--- config.mk ---
export PLATFORM = sky130hd
export DESIGN_NAME = fcc_top
export DESIGN_NICKNAME = d
export VERILOG_FILES = /design/src/inc/fcc_pkg.sv /design/src/fcc_top.sv
export SDC_FILE = /design/constraint.sdc
export NUM_CORES = 1
export LEC_CHECK = 0
export ABC_AREA = 1
export BUFFER_PORTS_ARGS = -buffer_cell sky130_fd_sc_hd__buf_4
export CAP_MARGIN = 5
export CORE_UTILIZATION = 40
export CTS_CLUSTER_DIAMETER = 30
export DETAILED_ROUTE_END_ITERATION = 6
export PLACE_DENSITY_LB_ADDON = 0.3
export SETUP_SLACK_MARGIN = 0.3
export SLEW_MARGIN = 25
export SYNTH_ARGS = -nofsm -noshare
export SYNTH_HDL_FRONTEND = slang
export SYNTH_SLANG_ARGS = --single-unit
export TNS_END_PERCENT = 100
--- constraint.sdc ---
create_clock -name mclk_i -period 2.1 [get_ports mclk_i]
set_clock_uncertainty 0.1 [all_clocks]
set_input_delay 0.105 -clock mclk_i [delete_from_list [all_inputs] [get_ports mclk_i]]
set_output_delay 0.105 -clock mclk_i [all_outputs]
set_load 0.01 [all_outputs]
--- src/inc/fcc_pkg.sv ---
// Package for the flash command controller: offsets, codes, carriers
package fcc_pkg;
  localparam logic [11:0] OFF_CLKDIV  = 12'h000;
  localparam logic [11:0] OFF_PROT    = 12'h004;
  localparam logic [11:0] OFF_STATUS  = 12'h008;
  localparam logic [11:0] OFF_CMD     = 12'h00c;
  localparam logic [11:0] OFF_CTRL    = 12'h010;
  localparam logic [11:0] OFF_ADDR    = 12'h014;
  localparam logic [11:0] OFF_DATA    = 12'h018;
  localparam logic [11:0] OFF_ARRWR   = 12'h01c;
  localparam logic [7:0] CMD_VERIFY   = 8'h05;
  localparam logic [7:0] CMD_PROGRAM  = 8'h20;
  localparam logic [7:0] CMD_SECTOR   = 8'h40;
  localparam logic [7:0] CMD_MASS     = 8'h41;
  localparam int ST_BUF_EMPTY = 7;
  localparam int ST_COMPLETE  = 6;
  localparam int ST_PROT_VIOL = 5;
  localparam int ST_ACC_ERR   = 4;
  localparam int ST_BLANK     = 2;
  localparam int ST_DIV_LOAD  = 0;
  localparam int PR_OPEN      = 7;
  localparam int PR_HIGH_DIS  = 5;
  localparam int PR_LOW_DIS   = 2;
  localparam int SECTOR_LSB   = 9;
  localparam logic [7:0] PROT_RESET   = 8'hff;
  localparam logic [7:0] CLKDIV_RESET = 8'h00;
  localparam int OP_CYCLES   = 16;
  typedef struct packed {
    logic [7:0]  cmd;
    logic [15:0] addr;
    logic [15:0] data;
  } fcc_job_s;
  typedef enum logic [3:0] {
    SEQ_IDLE = 4'b0001,
    SEQ_WORD = 4'b0010,
    SEQ_CMD  = 4'b0100,
    SEQ_LOCK = 4'b1000
  } fcc_seq_e;
endpackage

--- src/fcc_top.sv ---
// Flash command controller with APB register slave
// Operation
// Code 05 checks array; blank flag if erased
// Verify stops at first unerased location
// Verify and mass erase ignore address, data
// Code 20 programs captured word at address
// Protected program target sets violation, no launch
// Code 40 erases sector; low nine bits ignored
// Protected sector sets violation, no launch
// Mass erase needs all protection disabled
// Complete flag only after buffered commands finish
// Software programs only erased words
// Array write before divider write: access error
// Byte or misaligned array write: access error
// Array write with buffer busy: access error
// Second word or other register: access error
// Bad or second command: access error
// After command only status write allowed
// Stop mode aborts operation, kills buffer
// Secure nonsecure or debug non-mass: error
// Writing zero to buffer flag aborts
// Reads never set access error
// Access error locks controller until cleared
// Violation locks controller until cleared
// Software issues word, command, launch
// Launch clears complete, refills buffer flag
// Divider write sets divider loaded flag
// Error flags clear by writing one
`timescale 1ns/1ps
module fcc_top #(
  parameter int OP_LEN = fcc_pkg::OP_CYCLES
) (
  // Clock and reset
  input  wire logic        mclk_i,
  input  wire logic        rst_b_i,
  // APB slave
  input  wire logic        psel_i,
  input  wire logic        penable_i,
  input  wire logic        pwrite_i,
  input  wire logic [11:0] paddr_i,
  input  wire logic [31:0] pwdata_i,
  input  wire logic [3:0]  pstrb_i,
  output logic [31:0]      prdata_o,
  output logic             pready_o,
  output logic             pslverr_o,
  // System status
  input  wire logic        stop_mode_i,
  input  wire logic        secure_i,
  input  wire logic        nonsecure_src_i,
  input  wire logic        debug_mode_i,
  // Array engine view
  input  wire logic        cell_erased_i,
  output logic             op_busy_o,
  output logic [7:0]       op_cmd_o,
  output logic [15:0]      op_addr_o,
  output logic [15:0]      op_data_o
);
  logic             stop_q1, stop_q2;
  logic [7:0]       clkdiv, prot;
  logic             div_loaded;
  logic             buf_empty, complete, prot_viol, acc_err, blank;
  // Local names for the sequence states, so the case items stay short
  localparam fcc_pkg::fcc_seq_e SEQ_IDLE = fcc_pkg::SEQ_IDLE;
  localparam fcc_pkg::fcc_seq_e SEQ_WORD = fcc_pkg::SEQ_WORD;
  localparam fcc_pkg::fcc_seq_e SEQ_CMD  = fcc_pkg::SEQ_CMD;
  localparam fcc_pkg::fcc_seq_e SEQ_LOCK = fcc_pkg::SEQ_LOCK;
  fcc_pkg::fcc_seq_e seq;
  logic             buf_full;
  fcc_pkg::fcc_job_s pend, act;
  logic             active;
  logic [15:0]      cnt;
  logic             wr, rd;
  logic [11:0]      off;
  logic             arr_wr, arr_ok, cmd_wr, st_wr, oth_wr, launch, sabort;
  logic             locked, cmd_valid, cmd_prot, sec_bad, bad_arr;
  logic             word_prot, sec_prot, op_done, verify_fail;

  function automatic logic valid_cmd(input logic [7:0] c);
    return c == fcc_pkg::CMD_VERIFY || c == fcc_pkg::CMD_PROGRAM ||
           c == fcc_pkg::CMD_SECTOR || c == fcc_pkg::CMD_MASS;
  endfunction

  // Protected when region bit is low (disable clear); top half high region
  function automatic logic in_prot(input logic [15:0] a,
                                   input logic [7:0] p);
    return a[15] ? !p[fcc_pkg::PR_HIGH_DIS] : !p[fcc_pkg::PR_LOW_DIS];
  endfunction

  always_ff @(posedge mclk_i or negedge rst_b_i) begin
    if (!rst_b_i) begin
      stop_q1 <= 1'b0;
      stop_q2 <= 1'b0;
    end else begin
      stop_q1 <= stop_mode_i;
      stop_q2 <= stop_q1;
    end
  end

  // Zero wait state slave; writes act in the access cycle
  assign pready_o  = 1'b1;
  assign pslverr_o = 1'b0;
  assign wr  = psel_i && penable_i && pwrite_i;
  assign rd  = psel_i && penable_i && !pwrite_i;
  assign off = paddr_i;

  // Array write carries a 16-bit word in the low lanes, address in the high
  assign arr_wr = wr && off == fcc_pkg::OFF_ARRWR;
  assign arr_ok = pstrb_i[1:0] == 2'b11 && !pwdata_i[16];
  assign cmd_wr = wr && off == fcc_pkg::OFF_CMD;
  assign st_wr  = wr && off == fcc_pkg::OFF_STATUS;
  assign oth_wr = wr && !arr_wr && !cmd_wr && !st_wr;
  assign locked = acc_err || prot_viol;
  assign cmd_valid = valid_cmd(pwdata_i[7:0]);
  assign word_prot = in_prot(pend.addr, prot);
  assign sec_prot  = in_prot({pend.addr[15:fcc_pkg::SECTOR_LSB],
                              9'h000}, prot);
  // mass erase needs every disable bit
  assign cmd_prot = (pwdata_i[7:0] == fcc_pkg::CMD_MASS) ?
    !(prot[fcc_pkg::PR_OPEN] && prot[fcc_pkg::PR_HIGH_DIS] &&
      prot[fcc_pkg::PR_LOW_DIS]) :
    (pwdata_i[7:0] == fcc_pkg::CMD_PROGRAM) ? word_prot :
    (pwdata_i[7:0] == fcc_pkg::CMD_SECTOR)  ? sec_prot : 1'b0;
  // secured parts accept only mass erase from untrusted sources
  assign sec_bad = secure_i && (nonsecure_src_i || debug_mode_i) &&
                   pwdata_i[7:0] != fcc_pkg::CMD_MASS;
  // illegal array writes
  assign bad_arr = !div_loaded || !arr_ok || !buf_empty ||
                   seq != SEQ_IDLE;
  assign launch = st_wr && seq == SEQ_CMD &&
                  pwdata_i[fcc_pkg::ST_BUF_EMPTY] && !locked;
  // zero to buffer flag mid-sequence aborts
  assign sabort = st_wr && seq != SEQ_IDLE &&
                  !pwdata_i[fcc_pkg::ST_BUF_EMPTY];

  always_ff @(posedge mclk_i or negedge rst_b_i) begin
    if (!rst_b_i) begin
      clkdiv     <= fcc_pkg::CLKDIV_RESET;
      div_loaded <= 1'b0;
      prot       <= fcc_pkg::PROT_RESET;
    end else begin
      // divider write marks loaded
      if (wr && off == fcc_pkg::OFF_CLKDIV) begin
        clkdiv     <= pwdata_i[7:0];
        div_loaded <= 1'b1;
      end
      if (wr && off == fcc_pkg::OFF_PROT && seq == SEQ_IDLE)
        prot <= pwdata_i[7:0];
    end
  end

  // Sequence tracker; an illegal step drops the sequence and locks
  always_ff @(posedge mclk_i or negedge rst_b_i) begin
    if (!rst_b_i) begin
      seq <= SEQ_IDLE;
      pend <= '0;
    end else begin
      unique case (seq)
        SEQ_IDLE: begin
          if (arr_wr && !locked && !bad_arr) begin
            seq <= SEQ_WORD;
            pend.addr <= pwdata_i[31:16];
            pend.data <= pwdata_i[15:0];
          end
        end
        SEQ_WORD: begin
          // command checked on write
          if (cmd_wr) begin
            if (!cmd_valid || sec_bad || cmd_prot)
              seq <= SEQ_IDLE;
            else begin
              seq <= SEQ_CMD;
              pend.cmd <= pwdata_i[7:0];
            end
          // any other write aborts
          end else if (arr_wr || oth_wr || st_wr)
            seq <= SEQ_IDLE;
        end
        SEQ_CMD: begin
          // only the status launch is allowed
          if (wr)
            seq <= SEQ_IDLE;
        end
        SEQ_LOCK: seq <= SEQ_IDLE;
        default: seq <= SEQ_IDLE;
      endcase
      if (stop_q2)
        seq <= SEQ_IDLE;
    end
  end

  // Two-stage pipe: pending job waits for the active one
  assign op_done = active && (cnt == 16'(OP_LEN - 1) || verify_fail);
  // verify ends at first unerased cell
  assign verify_fail = active && act.cmd == fcc_pkg::CMD_VERIFY &&
                       !cell_erased_i;

  always_ff @(posedge mclk_i or negedge rst_b_i) begin
    if (!rst_b_i) begin
      active   <= 1'b0;
      buf_full <= 1'b0;
      act      <= '0;
      cnt      <= 16'h0000;
    end else begin
      if (launch)
        buf_full <= 1'b1;
      if (active)
        cnt <= cnt + 16'h0001;
      if (op_done)
        active <= 1'b0;
      // captured job goes to engine
      if ((buf_full || launch) && (!active || op_done) && !launch) begin
        act      <= pend;
        active   <= 1'b1;
        buf_full <= 1'b0;
        cnt      <= 16'h0000;
      end
      // stop aborts and kills buffered job
      if (stop_q2) begin
        active   <= 1'b0;
        buf_full <= 1'b0;
      end
    end
  end

  always_ff @(posedge mclk_i or negedge rst_b_i) begin
    if (!rst_b_i) begin
      buf_empty <= 1'b1;
      complete  <= 1'b1;
      blank     <= 1'b0;
    end else begin
      // launch clears complete, buffer refills later
      if (launch) begin
        buf_empty <= 1'b0;
        complete  <= 1'b0;
        blank     <= 1'b0;
      end else if (!buf_full && !buf_empty)
        buf_empty <= 1'b1;
      // blank flag when verify reaches end
      if (op_done && act.cmd == fcc_pkg::CMD_VERIFY && !verify_fail)
        blank <= 1'b1;
      // complete only when nothing is buffered
      if (op_done && !buf_full && !launch)
        complete <= 1'b1;
      if (stop_q2) begin
        complete  <= 1'b1;
        buf_empty <= 1'b1;
      end
    end
  end

  // Error flags; set wins over a same-cycle clear
  always_ff @(posedge mclk_i or negedge rst_b_i) begin
    if (!rst_b_i) begin
      acc_err   <= 1'b0;
      prot_viol <= 1'b0;
    end else begin
      // write one clears
      if (st_wr && pwdata_i[fcc_pkg::ST_ACC_ERR])
        acc_err <= 1'b0;
      if (st_wr && pwdata_i[fcc_pkg::ST_PROT_VIOL])
        prot_viol <= 1'b0;
      // writes, or stop during an active operation
      if ((arr_wr && (bad_arr && !locked)) ||
          (seq == SEQ_WORD && (oth_wr || arr_wr || st_wr)) ||
          (seq == SEQ_WORD && cmd_wr && (!cmd_valid || sec_bad)) ||
          (seq == SEQ_IDLE && cmd_wr) ||
          (seq == SEQ_CMD && (oth_wr || arr_wr || cmd_wr)) ||
          sabort || (stop_q2 && active))
        acc_err <= 1'b1;
      // violation on protected target
      if (seq == SEQ_WORD && cmd_wr && cmd_valid && !sec_bad && cmd_prot)
        prot_viol <= 1'b1;
    end
  end

  always_ff @(posedge mclk_i or negedge rst_b_i) begin
    if (!rst_b_i)
      prdata_o <= 32'h0000_0000;
    else if (psel_i && !penable_i && !pwrite_i) begin
      unique case (paddr_i)
        fcc_pkg::OFF_CLKDIV: prdata_o <= {24'h000000, clkdiv};
        fcc_pkg::OFF_PROT:   prdata_o <= {24'h000000, prot};
        fcc_pkg::OFF_STATUS: prdata_o <= {24'h000000, buf_empty, complete,
                               prot_viol, acc_err, 1'b0, blank, 1'b0,
                               div_loaded};
        fcc_pkg::OFF_CMD:    prdata_o <= {24'h000000, pend.cmd};
        fcc_pkg::OFF_CTRL:   prdata_o <= {30'h0, buf_full, active};
        fcc_pkg::OFF_ADDR:   prdata_o <= {16'h0000, pend.addr};
        fcc_pkg::OFF_DATA:   prdata_o <= {16'h0000, pend.data};
        default:             prdata_o <= 32'h0000_0000;
      endcase
    end
  end

  assign op_busy_o = active;
  assign op_cmd_o  = act.cmd;
  assign op_addr_o = act.addr;
  assign op_data_o = act.data;

  // no launch while access error stands
  a_lock_acc: assert property (@(posedge mclk_i) disable iff (!rst_b_i)
    acc_err |-> !launch) else $error("launch while access error");
  a_lock_pv: assert property (@(posedge mclk_i) disable iff (!rst_b_i)
    prot_viol |-> !launch) else $error("launch while violation");
  a_div_load: assert property (@(posedge mclk_i) disable iff (!rst_b_i)
    (wr && off == fcc_pkg::OFF_CLKDIV) |=> div_loaded)
    else $error("divider flag not set");
  a_early_arr: assert property (@(posedge mclk_i) disable iff (!rst_b_i)
    (arr_wr && !div_loaded && !locked) |=> acc_err && seq == SEQ_IDLE)
    else $error("early array write accepted");
  a_bad_cmd: assert property (@(posedge mclk_i) disable iff (!rst_b_i)
    (seq == SEQ_WORD && cmd_wr && !cmd_valid) |=> acc_err)
    else $error("bad command accepted");
  a_launch_cc: assert property (@(posedge mclk_i) disable iff (!rst_b_i)
    launch |=> !complete && !buf_empty)
    else $error("launch flags wrong");
  a_stop_kill: assert property (@(posedge mclk_i) disable iff (!rst_b_i)
    (stop_q2 && active) |=> !active && !buf_full && acc_err)
    else $error("stop did not abort");
  a_zero_abort: assert property (@(posedge mclk_i) disable iff (!rst_b_i)
    sabort |=> acc_err && seq == SEQ_IDLE)
    else $error("zero write did not abort");
  a_read_clean: assert property (@(posedge mclk_i) disable iff (!rst_b_i)
    (!wr && !stop_q2 && !acc_err) |=> !acc_err)
    else $error("error without write");
  a_pend_cc: assert property (@(posedge mclk_i) disable iff (!rst_b_i)
    (op_done && buf_full && !stop_q2) |=> !complete)
    else $error("complete with buffered job");

  // Protection checks act on the command write itself
  a_prog_prot: assert property (@(posedge mclk_i) disable iff (!rst_b_i)
    (seq == SEQ_WORD && cmd_wr && cmd_valid && !sec_bad && cmd_prot)
    |=> prot_viol && seq == SEQ_IDLE) else $error("no violation");
  a_sect_prot: assert property (@(posedge mclk_i) disable iff (!rst_b_i)
    (seq == SEQ_WORD && cmd_wr && !sec_bad && sec_prot &&
     pwdata_i[7:0] == fcc_pkg::CMD_SECTOR) |=> prot_viol)
    else $error("protected sector accepted");
  a_mass_prot: assert property (@(posedge mclk_i) disable iff (!rst_b_i)
    (seq == SEQ_WORD && cmd_wr && !sec_bad && !prot[fcc_pkg::PR_OPEN] &&
     pwdata_i[7:0] == fcc_pkg::CMD_MASS) |=> prot_viol && seq != SEQ_CMD)
    else $error("mass erase while protected");

  // Result flag and job hand-over
  a_blank_set: assert property (@(posedge mclk_i) disable iff (!rst_b_i)
    (op_done && act.cmd == fcc_pkg::CMD_VERIFY && !verify_fail && !launch)
    |=> blank) else $error("blank flag not set");
  a_verify_stop: assert property (@(posedge mclk_i) disable iff (!rst_b_i)
    verify_fail |=> !blank)
    else $error("blank after unerased cell");
  a_job_move: assert property (@(posedge mclk_i) disable iff (!rst_b_i)
    (!active && buf_full && !launch && !stop_q2)
    |=> active && op_addr_o == $past(pend.addr))
    else $error("job address lost");
  a_buf_refill: assert property (@(posedge mclk_i) disable iff (!rst_b_i)
    (!launch && !buf_full && !buf_empty) |=> buf_empty)
    else $error("buffer flag not refilled");

  // Access error set, hold and clear
  a_busy_arr: assert property (@(posedge mclk_i) disable iff (!rst_b_i)
    (arr_wr && !buf_empty && !locked) |=> acc_err)
    else $error("array write while buffer full");
  a_after_cmd: assert property (@(posedge mclk_i) disable iff (!rst_b_i)
    (seq == SEQ_CMD && wr && !st_wr) |=> acc_err)
    else $error("write after command accepted");
  a_acc_clear: assert property (@(posedge mclk_i) disable iff (!rst_b_i)
    (st_wr && pwdata_i[fcc_pkg::ST_ACC_ERR] && seq == SEQ_IDLE &&
     !(stop_q2 && active)) |=> !acc_err)
    else $error("access error not cleared");
  a_acc_hold: assert property (@(posedge mclk_i) disable iff (!rst_b_i)
    (acc_err && !(st_wr && pwdata_i[fcc_pkg::ST_ACC_ERR])) |=> acc_err)
    else $error("access error lost");
  c_launch: cover property (@(posedge mclk_i) disable iff (!rst_b_i)
    launch);
  c_pipe: cover property (@(posedge mclk_i) disable iff (!rst_b_i)
    active && buf_full);
  c_viol: cover property (@(posedge mclk_i) disable iff (!rst_b_i)
    $rose(prot_viol));
  c_blank: cover property (@(posedge mclk_i) disable iff (!rst_b_i)
    $rose(blank));
  c_stop: cover property (@(posedge mclk_i) disable iff (!rst_b_i)
    stop_q2 && active);
endmodule
==> results.md <==
- Status: finished clean
- Seq/Total Area, Yosys: 53.6%
- Max-slew violation count: 0
- Rel. slew slack: 64.8%
- PD cells: 655 nW/um^2
- Longest Clk Path Bufs: 2
- Post-synthesis xor/xnor area fraction: 1.06%
- Adder-Cell Fraction of Synth Area: 0.189%
- Top cell type's share of synthesized area: 49.2%
- Yosys warnings: 0
- Worst endpoint required time: 2340 ps
- Area contributors post-synth: dfrtp_1 (49%), nand2_1 (17%), o21ai_0 (4.8%), inv_1 (4.5%), dfstp_2 (4.4%)
- Std-Cell Rows: 46
- Cells after synthesis: 819
- Top FF cell, synth: dfrtp_1
- Layout area overhead: 40.7%
- VDD IR max: 0.000626 V
- Initial Util: 41.3%
- # IOs: 133
- Highest Clock Rate: 0.544 GHz
- Post-synth cell types: 36
- Cell with the most instances after synthesis: nand2_1
- Final setup margin: 263 ps
- Die width: 131 microns
- EDFF count, synth: 0
- Final hold vios: 0
- First-pass GRT wire length: 27.3 mm
- Clk pin slew, worst setup/hold paths: 60 ps
- N_diodes: 0
- Post-synth top cells: nand2_1 (302), dfrtp_1 (130), inv_1 (80), o21ai_0 (64), nor2_1 (53)
- Largest net degree at the start of global routing: 59
- Flops & latches, synth: 141
- Detailed-route via count: 5966
- Post-Syn Area: 6610 sq um
- DRC violation total after the first TritonRoute iteration: 376
- Wire per inst: 15.1 microns
- Synth area leader: dfrtp_1
- Die area: 17100 sq um
- Crit path kind: reg -> reg
- Share of cells above drive strength 1: 28.3%
- Main combinational cell family by area after synthesis: simple AND/OR/NAND/NOR gates
- # setup viols final: 0
- GP Congestion: 0.904
- Total GRT Usage: 21.2%
- Crit path time final: 1840 ps
- Drc violations: 0
- Arr. time, crit path: 2080 ps
- 1st-pass router iterations: 5
- Antenna violations before repair: 0
- Worst slew pin tran: 528 ps
- Final HPWL DP: 11.6 mm
- Ys async rst share: 100%
- Worst R2R Setup Slack: 260 ps
- Worst Setup SP: buf_empty$_DFFE_PN1P_
- Fillers: 1447
- Synth Area in Compound Gates: 7.74%
- Number of buffers created by CTS: 17
- Leak: 0.00485 uW
- Setup TNS: 0 ps
- Overflow left after global routing: 0
- Simple-gate share of the synthesized area: 28.3%
- Critical path endpoint category: flop
- Worst-case reg-to-reg path depth: 9
- Vias in the first global route: 5455
- Die Y: 131 microns
- Avg Vias per Cell: 4.85
- CTS H-Tree Depth: 4
- Final Cycle Share: 87.5%
- Hold Path Class: in -> reg
- Mux cell area share after synthesis: 0%
- Final #Nets: 1060
- Post-DRT Antenna Nets: 0
- Root buf cell: clkbuf_16
- Clk_lat worst skew: 430 ps
- CTS sink count: 141
- Critical path endpoint: pend[27]$_DFFE_PN0P_
- Reg2Reg Capture Point: pend[27]$_DFFE_PN0P_
- Max-cap violations: 0
- Pre-CTS setup slack: 126 ps
- RR Startpoint: buf_empty$_DFFE_PN1P_
- I/O Buffers: 112
- CTS tree: built
- Total Routed Length: 18.6 mm
- Maximum fanout along the worst path: 8
- RSZ-0062 raised after global routing: yes
- Core Region: 16000 sq um
- Syn Area/Cell: 8.08 sq um
- Critical Path Source Type: flop
-- kinds of logic (layout without fill, tap and decap cells) --
logic type,Yosys count,after routing
AO/OA/AOI/OAI,93,93
AND/OR/NAND/NOR,448,448
buffers and inverters,126,305
flip-flops,141,141
XOR/XNOR,8,8
adder cells (fa/ha/maj),1,1
other,2,18
-- critical path, cell delays in order (launching register included) --
cell,delay (ps)
dfstp_2,540
nand2_1,50
inv_1,60
nand2_2,70
nor2_4,130
nand4_1,240
clkinv_4,250
clkbuf_16,180
nand2_2,40
o21ai_1,80
-- timing repair --
action                                  in CTS  in global routing
gates cloned                                 0                 13
pin swaps                                    1                 23
buffers inserted                             4                  6
endpoints found under the setup margin      70                 90
hold buffers                                34                  0
gates resized for setup                      6                 95
endpoints found under the hold margin      129                  0
-- power breakdown --
part	internal, uW	switching [uW]	total (uW)	leakage, uW
logic	132	159	291	0.00283
registers	2720	2.44	2720	0.00173
clock network	1900	1190	3090	0.000292
-- registers in the layout, summed over array words and instances (netlist names), 3 cells and up --
name,cells
clkdiv,8
cnt,16
op_addr_o,16
op_cmd_o,8
op_data_o,16
pend,40
prdata_o,16
prot,8
seq,3
-- area by class of cell --
cell class / count / area, sq um / share of cell area (%)
clock buffer: 18 / 439 / 4.72
tap: 216 / 270 / 2.90
multi-input combinational: 568 / 2790 / 30.0
timing repair buffer: 191 / 1780 / 19.1
sequential: 141 / 3540 / 38.1
inverter: 82 / 324 / 3.48
clock inverter: 14 / 168 / 1.80
-- cells in the final DEF, fill, tap and decap left out, drive strengths merged, types with 2 or more instances in the layout --
| cell | count |
|---|---|
| nand2 | 305 |
| buf | 150 |
| dfrtp | 130 |
| inv | 78 |
| nor2 | 67 |
| o21ai | 64 |
| nand3 | 47 |
| dlygate4sd3 | 34 |
| clkbuf | 25 |
| conb | 18 |
| nor3 | 14 |
| dfstp | 11 |
| a21oi | 10 |
| nand4 | 9 |
| clkinv | 9 |
| o22ai | 8 |
| a22o | 8 |
| xor2 | 7 |
| clkinvlp | 6 |
| bufinv | 3 |
| nor4 | 2 |
| nor3b | 2 |
-- metal layers --
layer | global-route usage (%) | up-vias | part of all wire (%)
li1 | - | 2921 | -
met1 | 28.4 | 2846 | 45
met2 | 34.3 | 179 | 49
met3 | 4.76 | 20 | 4.9
met4 | 6.15 | 0 | 1.5
met5 | 0 | - | 0
-- worst min-delay path by stage --
stage                 from                    end  slack, ps  cells after the start
2_1_floorplan      rst_b_i    acc_err$_DFFE_PN0P_       -290                      0
3_3_place_gp       rst_b_i      stop_q1$_DFF_PN0_         -7                      1
3_5_place_dp       rst_b_i      stop_q1$_DFF_PN0_          1                      1
4_1_cts         paddr_i[5]     seq[1]$_DFFE_PN0P_          3                      6
5_1_grt        pwdata_i[7]  clkdiv[7]$_DFFE_PN0P_         40                      3
6_report        paddr_i[5]     seq[1]$_DFFE_PN0P_         10                      6
-- metrics by stage --
| stage | hold WS [ps] | utilization, % | total power, uW | cell area [sq um] | cells |
|---|---|---|---|---|---|
| 2_1_floorplan | -291 | - | 2860 | 6670 | 835 |
| 3_3_place_gp | -6.65 | 48.4 | 3010 | 7750 | 1141 |
| 3_5_place_dp | 1.26 | 48.4 | 3010 | 7750 | 1141 |
| 4_1_cts | 3.32 | 54.7 | 6130 | 8750 | 1211 |
| 5_1_grt | 43.4 | 58.2 | 6300 | 9310 | 1230 |
| 6_report | 13.8 | 58.2 | 6100 | 9310 | 1230 |
(Power assumes the default switching activity.)
